[config.mk]
export PLATFORM = sky130hd
export DESIGN_NAME = ssr_status_regs
export DESIGN_NICKNAME = d
export VERILOG_FILES = /design/src/ssr_pkg.sv /design/src/ssr_status_regs.sv /design/src/ssr_sync2.sv
export SDC_FILE = /design/constraint.sdc
export NUM_CORES = 1
export LEC_CHECK = 0
export ABC_AREA = 0
export BUFFER_PORTS_ARGS = -buffer_cell sky130_fd_sc_hd__buf_4
export CORE_UTILIZATION = 48
export CTS_BUF_LIST = sky130_fd_sc_hd__clkbuf_2 sky130_fd_sc_hd__clkbuf_4 sky130_fd_sc_hd__clkbuf_8
export DETAILED_ROUTE_END_ITERATION = 8
export GPL_TIMING_DRIVEN = 0
export HOLD_SLACK_MARGIN = 0.02
export PLACE_DENSITY_LB_ADDON = 0.1
export SETUP_SLACK_MARGIN = 0.3
export SLEW_MARGIN = 20
export SYNTH_ARGS = -nofsm -noshare
export SYNTH_HDL_FRONTEND = slang
export SYNTH_SLANG_ARGS = --single-unit
[constraint.sdc]
create_clock -name clock_i -period 1.65 [get_ports clock_i]
set_input_delay 0.0825 -clock clock_i [delete_from_list [all_inputs] [get_ports clock_i]]
set_output_delay 0.0825 -clock clock_i [all_outputs]
set_load 0.005 [all_outputs]
[src/ssr_pkg.sv]
// shared constants of the stepper status readout
package ssr_pkg;
   // widths of the status fields
   localparam int ADDR_W  = 5;
   localparam int BYTE_W  = 8;
   localparam int POS_W   = 7;
   localparam int MAG_W   = 5;
   localparam int SHORT_W = 4;
   localparam int SYNC_W  = 5;

   // register addresses, primary copy
   localparam logic [ADDR_W-1:0] ADDR_POS   = 5'h0a;
   localparam logic [ADDR_W-1:0] ADDR_BEMF  = 5'h0b;
   localparam logic [ADDR_W-1:0] ADDR_RATE  = 5'h0c;
   localparam logic [ADDR_W-1:0] ADDR_LOSS  = 5'h0d;
   localparam logic [ADDR_W-1:0] ADDR_XPWM  = 5'h0e;
   localparam logic [ADDR_W-1:0] ADDR_YPWM  = 5'h0f;
   localparam logic [ADDR_W-1:0] ADDR_XPINS = 5'h1e;
   localparam logic [ADDR_W-1:0] ADDR_YPINS = 5'h1f;
   // second copy of position, back-emf, rate and step loss
   localparam logic [ADDR_W-1:0] ADDR_ALIAS = 5'h10;

   // bit positions inside a status byte
   localparam int BIT_PAR = 7;
   localparam int BIT_HI  = 6;
   localparam int BIT_MID = 5;
   localparam int BIT_LO  = 4;

   // slots of the pin synchroniser
   localparam int SYNC_STEP = 0;
   localparam int SYNC_M0   = 1;
   localparam int SYNC_M1   = 2;
   localparam int SYNC_RH   = 3;
   localparam int SYNC_DIR  = 4;

   // reset and limit values
   localparam logic [POS_W-1:0]   LOSS_MAX      = 7'h7f;
   localparam logic [POS_W-1:0]   LOSS_RST      = 7'h00;
   localparam logic [POS_W-1:0]   LOSS_ONE      = 7'h01;
   localparam logic [SHORT_W-1:0] SHORT_RST     = 4'h0;
   localparam logic [SYNC_W-1:0]  SYNC_RST      = 5'h00;
   localparam logic [BYTE_W-1:0]  UNMAPPED_DATA = 8'h00;
endpackage

[src/ssr_status_regs.sv]
// status register bank of the stepper driver, read by the serial interface
`timescale 1ns/1ps
// How it works
// - position in low seven bits
// - bit 6 names measured coil
// - bit 5 flags unexpected back-emf polarity
// - back-emf magnitude in low five bits
// - full byte speed, no check bit
// - count step pulses while steps ignored
// - step loss count saturates at 127
// - x pwm bit 6 top or bottom
// - x pwm bit 5 drive sign
// - x duty in low five bits
// - same layout for coil y
// - open coil flags in bit 6
// - step mode pins in bits 5,4
// - run/hold and direction pins bits 5,4
// - four x short flags bits 3..0
// - four y short flags same order
// - odd check bit 7 except speed
// - latched flags clear on read
module ssr_status_regs
   import ssr_pkg::*;
(
   input  wire logic              clock_i,
   input  wire logic              srst_i,
   input  wire logic              rd_en_i,
   input  wire logic [ADDR_W-1:0] rd_addr_i,
   input  wire logic [POS_W-1:0]  translator_position_i,
   input  wire logic              back_emf_coil_select_i,
   input  wire logic              back_emf_polarity_bad_i,
   input  wire logic [MAG_W-1:0]  back_emf_magnitude_i,
   input  wire logic [BYTE_W-1:0] rotor_rate_i,
   input  wire logic              step_pulse_input_i,
   input  wire logic              steps_ignored_i,
   input  wire logic              x_regulation_side_i,
   input  wire logic              x_drive_polarity_i,
   input  wire logic [MAG_W-1:0]  x_duty_value_i,
   input  wire logic              y_regulation_side_i,
   input  wire logic              y_drive_polarity_i,
   input  wire logic [MAG_W-1:0]  y_duty_value_i,
   input  wire logic              x_coil_broken_flag_i,
   input  wire logic              y_coil_broken_flag_i,
   input  wire logic              x_pos_ground_fault_i,
   input  wire logic              x_neg_ground_fault_i,
   input  wire logic              x_pos_supply_fault_i,
   input  wire logic              x_neg_supply_fault_i,
   input  wire logic              y_pos_ground_fault_i,
   input  wire logic              y_neg_ground_fault_i,
   input  wire logic              y_pos_supply_fault_i,
   input  wire logic              y_neg_supply_fault_i,
   input  wire logic              step_mode_bit0_level_i,
   input  wire logic              step_mode_bit1_level_i,
   input  wire logic              run_hold_input_level_i,
   input  wire logic              rotation_sense_input_level_i,
   output logic      [BYTE_W-1:0] rd_data_o,
   output logic                   rd_valid_o
);
   // odd check bit on top of seven payload bits
   // odd check bit
   function automatic logic [BYTE_W-1:0] odd_byte(input logic [POS_W-1:0] v);
      odd_byte = {~(^v), v};
   endfunction

   // address match allowing the optional second copy
   function automatic logic addr_hit(input logic [ADDR_W-1:0] a,
                                     input logic [ADDR_W-1:0] base,
                                     input logic              aliased);
      addr_hit = (a == base) || (aliased && (a == (base | ADDR_ALIAS)));
   endfunction

   // registers that carry the check bit; speed and unmapped holes do not
   function automatic logic has_check(input logic [ADDR_W-1:0] a);
      has_check = addr_hit(a, ADDR_POS, 1'b1) || addr_hit(a, ADDR_BEMF, 1'b1)
                  || addr_hit(a, ADDR_LOSS, 1'b1) || addr_hit(a, ADDR_XPWM, 1'b0)
                  || addr_hit(a, ADDR_YPWM, 1'b0) || addr_hit(a, ADDR_XPINS, 1'b0)
                  || addr_hit(a, ADDR_YPINS, 1'b0);
   endfunction

   logic [SYNC_W-1:0]  pin_sync;
   logic               step_prev;
   logic               step_edge;
   logic               lost_step;
   logic [POS_W-1:0]   step_loss;
   logic [POS_W-1:0]   next_step_loss;
   logic               x_open;
   logic               y_open;
   logic [SHORT_W-1:0] x_short;
   logic [SHORT_W-1:0] y_short;
   logic [SHORT_W-1:0] x_short_evt;
   logic [SHORT_W-1:0] y_short_evt;
   logic               rd_loss;
   logic               rd_xpins;
   logic               rd_ypins;
   logic [BYTE_W-1:0]  next_rd_data;

   // pins arrive from outside the clock domain
   ssr_sync2 u_pin_sync
   (
      .clock_i (clock_i),
      .srst_i  (srst_i),
      .async_i ({rotation_sense_input_level_i,
                 run_hold_input_level_i,
                 step_mode_bit1_level_i,
                 step_mode_bit0_level_i,
                 step_pulse_input_i}),
      .sync_o  (pin_sync)
   );

   // rising edge of the synchronised step pulse
   always_ff @(posedge clock_i)
   begin
      if (srst_i)
         step_prev <= 1'b0;
      else
         step_prev <= pin_sync[SYNC_STEP];
   end

   assign step_edge = pin_sync[SYNC_STEP] & ~step_prev;
   // pulse counts only while steps ignored
   assign lost_step = step_edge & steps_ignored_i;

   // read strobes that clear latched flags
   // alias address clears like primary
   assign rd_loss  = rd_en_i && addr_hit(rd_addr_i, ADDR_LOSS, 1'b1);
   assign rd_xpins = rd_en_i && addr_hit(rd_addr_i, ADDR_XPINS, 1'b0);
   assign rd_ypins = rd_en_i && addr_hit(rd_addr_i, ADDR_YPINS, 1'b0);

   // short fault events in register bit order
   // x shorts bits 3..0
   assign x_short_evt = {x_pos_ground_fault_i, x_neg_ground_fault_i,
                         x_pos_supply_fault_i, x_neg_supply_fault_i};
   assign y_short_evt = {y_pos_ground_fault_i, y_neg_ground_fault_i,
                         y_pos_supply_fault_i, y_neg_supply_fault_i};

   // step loss next value; a pulse in the read cycle survives the clear
   always_comb
   begin
      next_step_loss = step_loss;
      if (rd_loss)
         next_step_loss = LOSS_RST;
      if (lost_step)
      begin
         if (rd_loss)
            next_step_loss = LOSS_ONE;
         else if (step_loss != LOSS_MAX)
            next_step_loss = step_loss + LOSS_ONE;
      end
   end

   // step loss counter register
   always_ff @(posedge clock_i)
   begin
      if (srst_i)
         step_loss <= LOSS_RST;
      else
         step_loss <= next_step_loss;
   end

   // open coil flags, set wins over clear
   // open flags latched per coil
   always_ff @(posedge clock_i)
   begin
      if (srst_i)
      begin
         x_open <= 1'b0;
         y_open <= 1'b0;
      end
      else
      begin
         x_open <= (x_open & ~rd_xpins) | x_coil_broken_flag_i;
         y_open <= (y_open & ~rd_ypins) | y_coil_broken_flag_i;
      end
   end

   // short flags, set wins over clear
   // pins registers clear shorts
   always_ff @(posedge clock_i)
   begin
      if (srst_i)
      begin
         x_short <= SHORT_RST;
         y_short <= SHORT_RST;
      end
      else
      begin
         x_short <= (x_short & ~{SHORT_W{rd_xpins}}) | x_short_evt;
         y_short <= (y_short & ~{SHORT_W{rd_ypins}}) | y_short_evt;
      end
   end

   // read multiplexer; real-time fields are sampled in the read cycle
   always_comb
   begin
      next_rd_data = UNMAPPED_DATA;
      if (addr_hit(rd_addr_i, ADDR_POS, 1'b1))
         next_rd_data = odd_byte(translator_position_i);
      else if (addr_hit(rd_addr_i, ADDR_BEMF, 1'b1))
         next_rd_data = odd_byte({back_emf_coil_select_i,
                                  back_emf_polarity_bad_i,
                                  back_emf_magnitude_i});
      else if (addr_hit(rd_addr_i, ADDR_RATE, 1'b1))
         next_rd_data = rotor_rate_i;
      else if (addr_hit(rd_addr_i, ADDR_LOSS, 1'b1))
         next_rd_data = odd_byte(step_loss);
      else if (addr_hit(rd_addr_i, ADDR_XPWM, 1'b0))
         next_rd_data = odd_byte({x_regulation_side_i,
                                  x_drive_polarity_i,
                                  x_duty_value_i});
      else if (addr_hit(rd_addr_i, ADDR_YPWM, 1'b0))
         next_rd_data = odd_byte({y_regulation_side_i,
                                  y_drive_polarity_i,
                                  y_duty_value_i});
      else if (addr_hit(rd_addr_i, ADDR_XPINS, 1'b0))
         next_rd_data = odd_byte({x_open, pin_sync[SYNC_M0],
                                  pin_sync[SYNC_M1], x_short});
      else if (addr_hit(rd_addr_i, ADDR_YPINS, 1'b0))
         next_rd_data = odd_byte({y_open, pin_sync[SYNC_RH],
                                  pin_sync[SYNC_DIR], y_short});
   end

   // answer register, one cycle after the request
   always_ff @(posedge clock_i)
   begin
      if (srst_i)
      begin
         rd_data_o  <= UNMAPPED_DATA;
         rd_valid_o <= 1'b0;
      end
      else
      begin
         rd_valid_o <= rd_en_i;
         if (rd_en_i)
            rd_data_o <= next_rd_data;
      end
   end
endmodule

[src/ssr_sync2.sv]
// two-flop synchroniser for the asynchronous input pins
`timescale 1ns/1ps
module ssr_sync2
   import ssr_pkg::*;
(
   input  wire logic              clock_i,
   input  wire logic              srst_i,
   input  wire logic [SYNC_W-1:0] async_i,
   output logic      [SYNC_W-1:0] sync_o
);
   logic [SYNC_W-1:0] meta;

   // first stage feeds only the second stage
   always_ff @(posedge clock_i)
   begin
      if (srst_i)
      begin
         meta   <= SYNC_RST;
         sync_o <= SYNC_RST;
      end
      else
      begin
         meta   <= async_i;
         sync_o <= meta;
      end
   end
endmodule

==> flow_metrics.py, run 1 <==
metrics = {
    "critical_path": {
        "start_kind": "register",
        "path_max_fanout": 2,
        "cp_slowest_cell": "or4_4",
        "worstPathCellList": "ha_4, and3_4, a21o_1, or4_4, xnor2_2, nor2_1",
        "crit_family": "simple AND/OR/NAND/NOR gates",
        "crit_type": "reg2reg",
        "cp.arrival_ps": 1840,
        "slowest_delay_ps": 490,
        "worstSetupEndpointType": "register",
        "crit_required_ps": 1830,
        "path_buf_inv": 0,
    },
    "synth": {
        "synthSimpleGateAreaFrac_pct": 18.0,
        "synth_ff_type": "dfxtp_1",
        "synth_seq_cells": 37,
        "yosysTopAreaCell": "dfxtp_1",
        "synth_top_family_by_area": "compound AO/OA/AOI/OAI gates",
        "synth_compound_area_share_pct": 22.4,
        "synth_top_cells_by_area": "dfxtp_1, xnor3_1, a21oi_1, xnor2_1, nor2_1",
        "synth.top_cell.area_share_pct": 33.6,
        "synth_nets": 312,
        "synthAdderAreaFrac_pct": 1.70,
        "synth_xor_area_share_pct": 19.4,
        "yosysWarnings": 0,
        "synth.avg_cell_area_sq_um": 8.86,
        "syn-cell-area_sq_um": 2210,
        "muxShareOfSynthArea_pct": 0,
        "synthCells": 249,
        "synthArstFlopShare_pct": 0,
        "yosysSeqAreaShare_pct": 33.6,
        "synthDistinctLibCells": 39,
        "synth_edf_count": 0,
    },
    "sta": {
        "tightest_slew_ps": 538,
        "fin_crit_sh_pct": 101,
        "finalSetupViolCount": 1,
        "maxSlewViolCount": 0,
        "finClkSkew_ps": 7.84,
        "slew_headroom_pct": 64.0,
        "rsz0062_at_grt": "true",
        "hold_violations": 0,
        "post-route-min-period_ps": 1660,
        "max_freq_ghz": 0.601,
        "layout_setup_ws_ps": -14.7,
    },
    "place": {
        "dp_hpwl_microns": 4290,
        "port_buffers": 68,
        "place_inst": 369,
        "finalWeightedCongestion": 0.835,
        "place_area_sq_um": 2810,
    },
    "finish": {
        "diodes": 0,
        "fin_nets": 410,
        "drive_gt1_share_pct": 30.7,
        "finalNonFillerCells": 400,
        "final_common_cell": "buf_4",
        "final_cell_area_sq_um": 3220,
        "areaGrowthSynthToFinish_pct": 45.8,
        "layout_common_cells": "buf_4, a21oi_1, dfxtp_1",
    },
    "global_route": {
        "grt_antenna_before_repair": 0,
        "grt_max_degree": 14,
        "grt_pass1_wl_microns": 9510,
        "grt_overflow": 0,
        "first_global_vias": 2041,
        "grtUsageTotal_pct": 24.8,
    },
    "clock_network": {
        "clk_latency_ps": 290,
        "clk_path_buf_depth": 2,
        "root_buffer": "clkbuf_8",
        "cts_sinks": 37,
        "cts_tree": "done",
        "htreeDepth": 2,
        "cts_buffers": 5,
        "clk_pin_slew_ps": 80,
    },
    "power_and_ir_drop": {
        "comb_power_share_pct": 25.7,
        "p_int_mw": 1.58,
        "power.density_nw_per_um2": 677,
        "clkPwrFrac_pct": 29.9,
        "seqPwrFrac_pct": 44.4,
        "p_sw_mw": 0.599,
        "peakVddDrop_mv": 0.866,
        "swShare_pct": 27.5,
        "cellLeakagePower_nw": 1.46,
    },
    "floorplanning": {
        "start_util_pct": 50.3,
        "die_h_microns": 69.8,
        "core-area_sq_um": 4380,
        "core.rowCount": 24,
        "die-area_sq_um": 4870,
        "pin_count": 69,
        "dieWidth_microns": 69.8,
    },
    "routing": {
        "vias_per_cell": 5.57,
        "wl_per_cell_microns": 15.2,
        "final_antenna_net_count": 0,
        "dr.first_iter.drc_count": 191,
        "route.detailed.drc": 0,
        "wl_microns": 6080,
        "drt_first_pass_iters": 4,
        "vias": 2228,
    },
    "outcome": {
        "violations": "negative setup slack",
        "outcome": "finished, violations left",
    },
    "min_path": {
        "hold_class": "in2reg",
    },
    "job": {
        "drv_cap": 0,
    },
}
## metal layers
| layer | vias up | GRT usage (%) | part of all wire (%) |
|---|---|---|---|
| met5 | - | 0 | 0 |
| met4 | 0 | 5.78 | 0.85 |
| met1 | 1050 | 32.1 | 41 |
| met2 | 86 | 42.5 | 50 |
| li1 | 1086 | - | - |
| met3 | 6 | 5.09 | 7.8 |
## cells in the mapped netlist (2+ instances only)
master	number
xnor3_1	12
xor2_1	4
dfxtp_1	37
xnor2_1	14
o21a_1	2
nand3_1	5
nor2_1	28
a221oi_1	7
o22ai_1	9
buf_2	3
inv_1	14
nand2_1	7
nor2b_1	12
o21ai_0	9
and3_1	9
clkbuf_1	8
ha_1	3
a21oi_1	32
a211oi_1	7
a22o_1	6
nand3b_1	2
nand2b_1	2
## layout make-up
| cell class | instances | area [sq um] |
|---|---|---|
| timing repair buffer | 91 | 731 |
| clock inverter | 3 | 21.3 |
| clock buffer | 5 | 68.8 |
| multi-input combinational | 185 | 1460 |
| buffer | 12 | 61.3 |
| fill | 340 | 1170 |
| sequential | 37 | 752 |
| inverter | 15 | 56.3 |
| tap | 52 | 65.1 |
## final timing paths
check	start	to	slack [ps]	cells past startpoint
max	step_loss[4]$_SDFF_PP0_	step_loss[5]$_SDFF_PP0_	-10	6
min	back_emf_coil_select_i	rd_data_o[6]$_SDFFE_PP0P_	180	3
max reg2reg	step_loss[4]$_SDFF_PP0_	step_loss[5]$_SDFF_PP0_	-10	6
min reg2reg	u_pin_sync.meta[2]$_SDFF_PP0_	u_pin_sync.sync_o[2]$_SDFF_PP0_	430	1
## cell families after synthesis
logic type,after synthesis
fa+ha+maj,3
simple gates,75
compound gates,77
buf+inv,27
flops,37
xor+xnor,30
## worst reg2reg max path, stage by stage, from the launching register on
cell	delay, ps
dfxtp_2	340
ha_4	150
and3_4	170
a21o_1	170
or4_4	490
xnor2_2	160
nor2_1	60
## state kept, by name, indices dropped and copies added (netlist names)
name	flops
x_open	1
y_open	1
u_pin_sync.sync_o	5
step_prev	1
x_short	4
step_loss	7
u_pin_sync.meta	5
y_short	4
rd_data_o	8
rd_valid_o	1
## metrics by stage
stage	setup slack (ps)	hold slack, ps	util (%)	total power, mW	setup TNS (ps)
6_report	-14.7	178	73.4	2.18	-14.7
5_1_grt	-64.3	208	73.4	2.28	-133
4_1_cts	1.34	187	71.5	2.18	0
3_5_place_dp	-125	289	64.1	1.49	-161
3_3_place_gp	-91.0	279	64.1	1.48	-91.0
2_1_floorplan	-14.6	154	-	1.28	-14.6
## repair_timing
action | CTS | global route
gates resized for setup | 9 | 17
hold buffers | 16 | 0
gates cloned | 0 | 0
setup endpoints to repair | 7 | 14
buffers inserted | 5 | 2
pin swaps | 8 | 6
endpoints found under the hold margin | 15 | 0
## power by group through the flow
stage	sequential (mW)	clock, mW	combinational [mW]
global route	0.972	0.708	0.597
CTS	0.967	0.670	0.542
global placement	0.987	0	0.494
detailed placement	0.988	0	0.502
floorplan	0.983	0	0.293
finish	0.967	0.652	0.560
(Power assumes the default switching activity.)
==> run 2, diff against run 1 <==
--- a/config.mk
+++ b/config.mk
@@ -13,8 +13,8 @@
 export GPL_TIMING_DRIVEN = 0
 export HOLD_SLACK_MARGIN = 0.02
 export PLACE_DENSITY_LB_ADDON = 0.1
-export SETUP_SLACK_MARGIN = 0.3
 export SLEW_MARGIN = 20
 export SYNTH_ARGS = -nofsm -noshare
 export SYNTH_HDL_FRONTEND = slang
+export SYNTH_HIERARCHICAL = 1
 export SYNTH_SLANG_ARGS = --single-unit
==> flow_metrics.py, run 2 <==
metrics = {
    "synth": {
        "synth_seq_cells": 37,
        "yosys-top-cells-count": "dfxtp_1, xnor2_1, a21oi_1",
        "synth_edf_count": 0,
        "synth.avg_cell_area_sq_um": 8.69,
        "synthCells": 257,
        "synth_top_cells_by_area": "dfxtp_1, xnor2_1, a21oi_1, nor2_1, xor2_1",
        "synth.top_cell.area_share_pct": 33.2,
        "synth_nets": 320,
        "yosysSeqAreaShare_pct": 33.2,
        "synth.most_common_cell": "dfxtp_1",
        "synthDistinctLibCells": 40,
        "syn-cell-area_sq_um": 2230,
        "yosysTopAreaCell": "dfxtp_1",
        "yosysWarnings": 6,
        "synth_ff_type": "dfxtp_1",
        "synthArstFlopShare_pct": 0,
    },
    "critical_path": {
        "path_max_fanout": 2,
        "r2r_slack_ps": 40,
        "start_kind": "register",
        "crit_type": "reg2reg",
        "worstPathCellList": "ha_4, xor2_2, xnor2_1, a21oi_1, a21oi_1, o211ai_1, o21ba_1",
        "rr_worst_depth": 7,
        "crit_required_ps": 1850,
        "cp_slowest_cell": "dfxtp_2",
        "r2r_start": "step_loss[2]$_SDFF_PP0_",
        "crit_family": "compound AO/OA/AOI/OAI gates",
        "worstSetupEndpointType": "register",
        "worstReg2RegEnd": "rd_data_o[7]$_SDFFE_PP0P_",
        "cp.arrival_ps": 1810,
        "slowest_delay_ps": 340,
        "path_buf_inv": 0,
        "crit_top_cell": "a21oi_1",
    },
    "floorplanning": {
        "core.rowCount": 24,
        "dieWidth_microns": 70.2,
        "core-area_sq_um": 4410,
        "die-area_sq_um": 4930,
        "die_h_microns": 70.2,
        "pin_count": 69,
        "start_util_pct": 50.6,
    },
    "routing": {
        "wl_per_cell_microns": 14.9,
        "dr.first_iter.drc_count": 156,
        "final_antenna_net_count": 0,
        "wl_microns": 6030,
        "drt_first_pass_iters": 5,
        "vias_per_cell": 5.32,
        "vias": 2151,
        "route.detailed.drc": 0,
    },
    "global_route": {
        "grt_pass1_wl_microns": 9730,
        "first_global_vias": 2118,
        "grtUsageTotal_pct": 25.2,
        "grt_max_degree": 15,
        "grt_antenna_before_repair": 0,
        "grt_overflow": 0,
    },
    "min_path": {
        "whs_endpoint": "u_pin_sync/sync_o[4]$_SDFF_PP0_",
        "hold_class": "in2reg",
        "worstHoldPathCells": 2,
        "hold_start": "srst_i",
    },
    "sta": {
        "maxSlewViolCount": 0,
        "finClkSkew_ps": 8.40,
        "fin_crit_sh_pct": 97.6,
        "fin_tns_setup_ps": 0,
        "tightest_slew_ps": 505,
        "max_freq_ghz": 0.621,
        "rsz0062_at_grt": "true",
        "finalSetupViolCount": 0,
        "slew_headroom_pct": 66.3,
        "post-route-min-period_ps": 1610,
        "hold_violations": 0,
    },
    "place": {
        "dp_hpwl_microns": 4360,
        "finalWeightedCongestion": 0.910,
        "place_inst": 377,
        "port_buffers": 68,
    },
    "clock_network": {
        "cts_tree": "done",
        "clk_path_buf_depth": 2,
        "clk_pin_slew_ps": 90,
        "cts_buffers": 5,
        "cts_sinks": 37,
        "clk_latency_ps": 300,
        "htreeDepth": 2,
        "root_buffer": "clkbuf_8",
    },
    "finish": {
        "fin_nets": 414,
        "diodes": 0,
        "multi_input_area_sq_um": 1490,
        "final_common_cell": "buf_4",
        "areaGrowthSynthToFinish_pct": 43.7,
        "finalNonFillerCells": 404,
        "drive_gt1_share_pct": 33.2,
        "n_fill_cell": 357,
        "regMostFlops": "rd_data_o",
        "seq_area_sq_um": 756,
        "layout_common_cells": "buf_4, dfxtp_1, a21oi_1, xnor2_1, nor2_1",
        "reg.largest.list": "rd_data_o x8, step_loss x7",
        "largest_reg_flops": 8,
    },
    "power_and_ir_drop": {
        "peakVddDrop_mv": 0.559,
        "cellLeakagePower_nw": 1.33,
        "finalPower_mw": 2.35,
        "power.density_nw_per_um2": 734,
    },
    "job": {
        "drv_cap": 0,
    },
    "outcome": {
        "outcome": "complete, no violations",
    },
}
-- run 2: cell count changes in the layout (fill, tap and decap cells not counted), sizes merged, moves of 7 or more --
cell,previous run,this run
and3,9,1
inv,15,6
a211oi,7,0
xnor3,12,2
xnor2,14,29
nand2,7,23
mux2,0,7
o22ai,9,0
-- run 2: how the worst max path moves through the flow --
stage | depth (start not counted) | from | endpoint
2_1_floorplan | 7 | step_loss[0]$_SDFF_PP0_ | rd_data_o[7]$_SDFFE_PP0P_
5_1_grt | 7 | step_loss[2]$_SDFF_PP0_ | rd_data_o[7]$_SDFFE_PP0P_
3_3_place_gp | 8 | rd_addr_i[4] | rd_data_o[5]$_SDFFE_PP0P_
4_1_cts | 7 | step_loss[3]$_SDFF_PP0_ | rd_data_o[7]$_SDFFE_PP0P_
3_5_place_dp | 8 | rd_addr_i[4] | rd_data_o[4]$_SDFFE_PP0P_
6_report | 7 | step_loss[2]$_SDFF_PP0_ | rd_data_o[7]$_SDFFE_PP0P_
-- run 2: through the flow --
step / cell area (sq um) / util [%] / hold WS, ps / setup WS [ps]
after global routing: 3210 / 72.7 / 86.8 / -37.3
after floorplan: 2230 / - / 154 / 177
after detailed placement: 2810 / 63.6 / 292 / -168
final: 3210 / 72.7 / 67.8 / 40.0
after CTS: 3120 / 70.7 / 79.5 / 3.72
after global placement: 2810 / 63.6 / 285 / -146
-- run 2: routing by layer --
| layer | wire (microns) | global-route usage, % | up-vias |
|---|---|---|---|
| met5 | 0 | 0 | - |
| met4 | 66 | 7.78 | 0 |
| met3 | 361 | 5.19 | 8 |
| met2 | 2720 | 40.2 | 68 |
| met1 | 2880 | 34.3 | 984 |
| li1 | - | - | 1091 |
-- run 2: layout make-up --
type / instances / area share, %
clock buffer: 6 / 2.38
timing repair buffer: 87 / 21.5
buffer: 14 / 2.30
tap: 52 / 2.03
multi-input combinational: 200 / 46.3
clock inverter: 2 / 1.21
inverter: 6 / 0.702
sequential: 37 / 23.6
-- run 2: cell families after synthesis --
kind of cell,after synthesis,share of synthesized area (%)
AND/OR/NAND/NOR,89,20.3
AO/OA/AOI/OAI,57,17.7
XOR/XNOR,41,17.3
flip-flops,37,33.2
buffers and inverters,20,4.32
multiplexers,10,5.44
adder cells (fa/ha/maj),3,1.68
-- run 2: repair_timing --
item	4_1_cts	5_1_grt
hold buffers	15	0
setup endpoints to repair	1	8
hold endpoints to repair	15	0
buffers inserted	2	2
cloned	0	0
gates resized for setup	9	11
pin swaps	6	11
-- run 2: report_power, final --
group | total (mW) | switching, mW | internal, mW
combinational | 0.561 | 0.239 | 0.322
sequential | 0.960 | 0.0310 | 0.929
clock | 0.832 | 0.362 | 0.471
total | 2.35 | 0.631 | 1.72
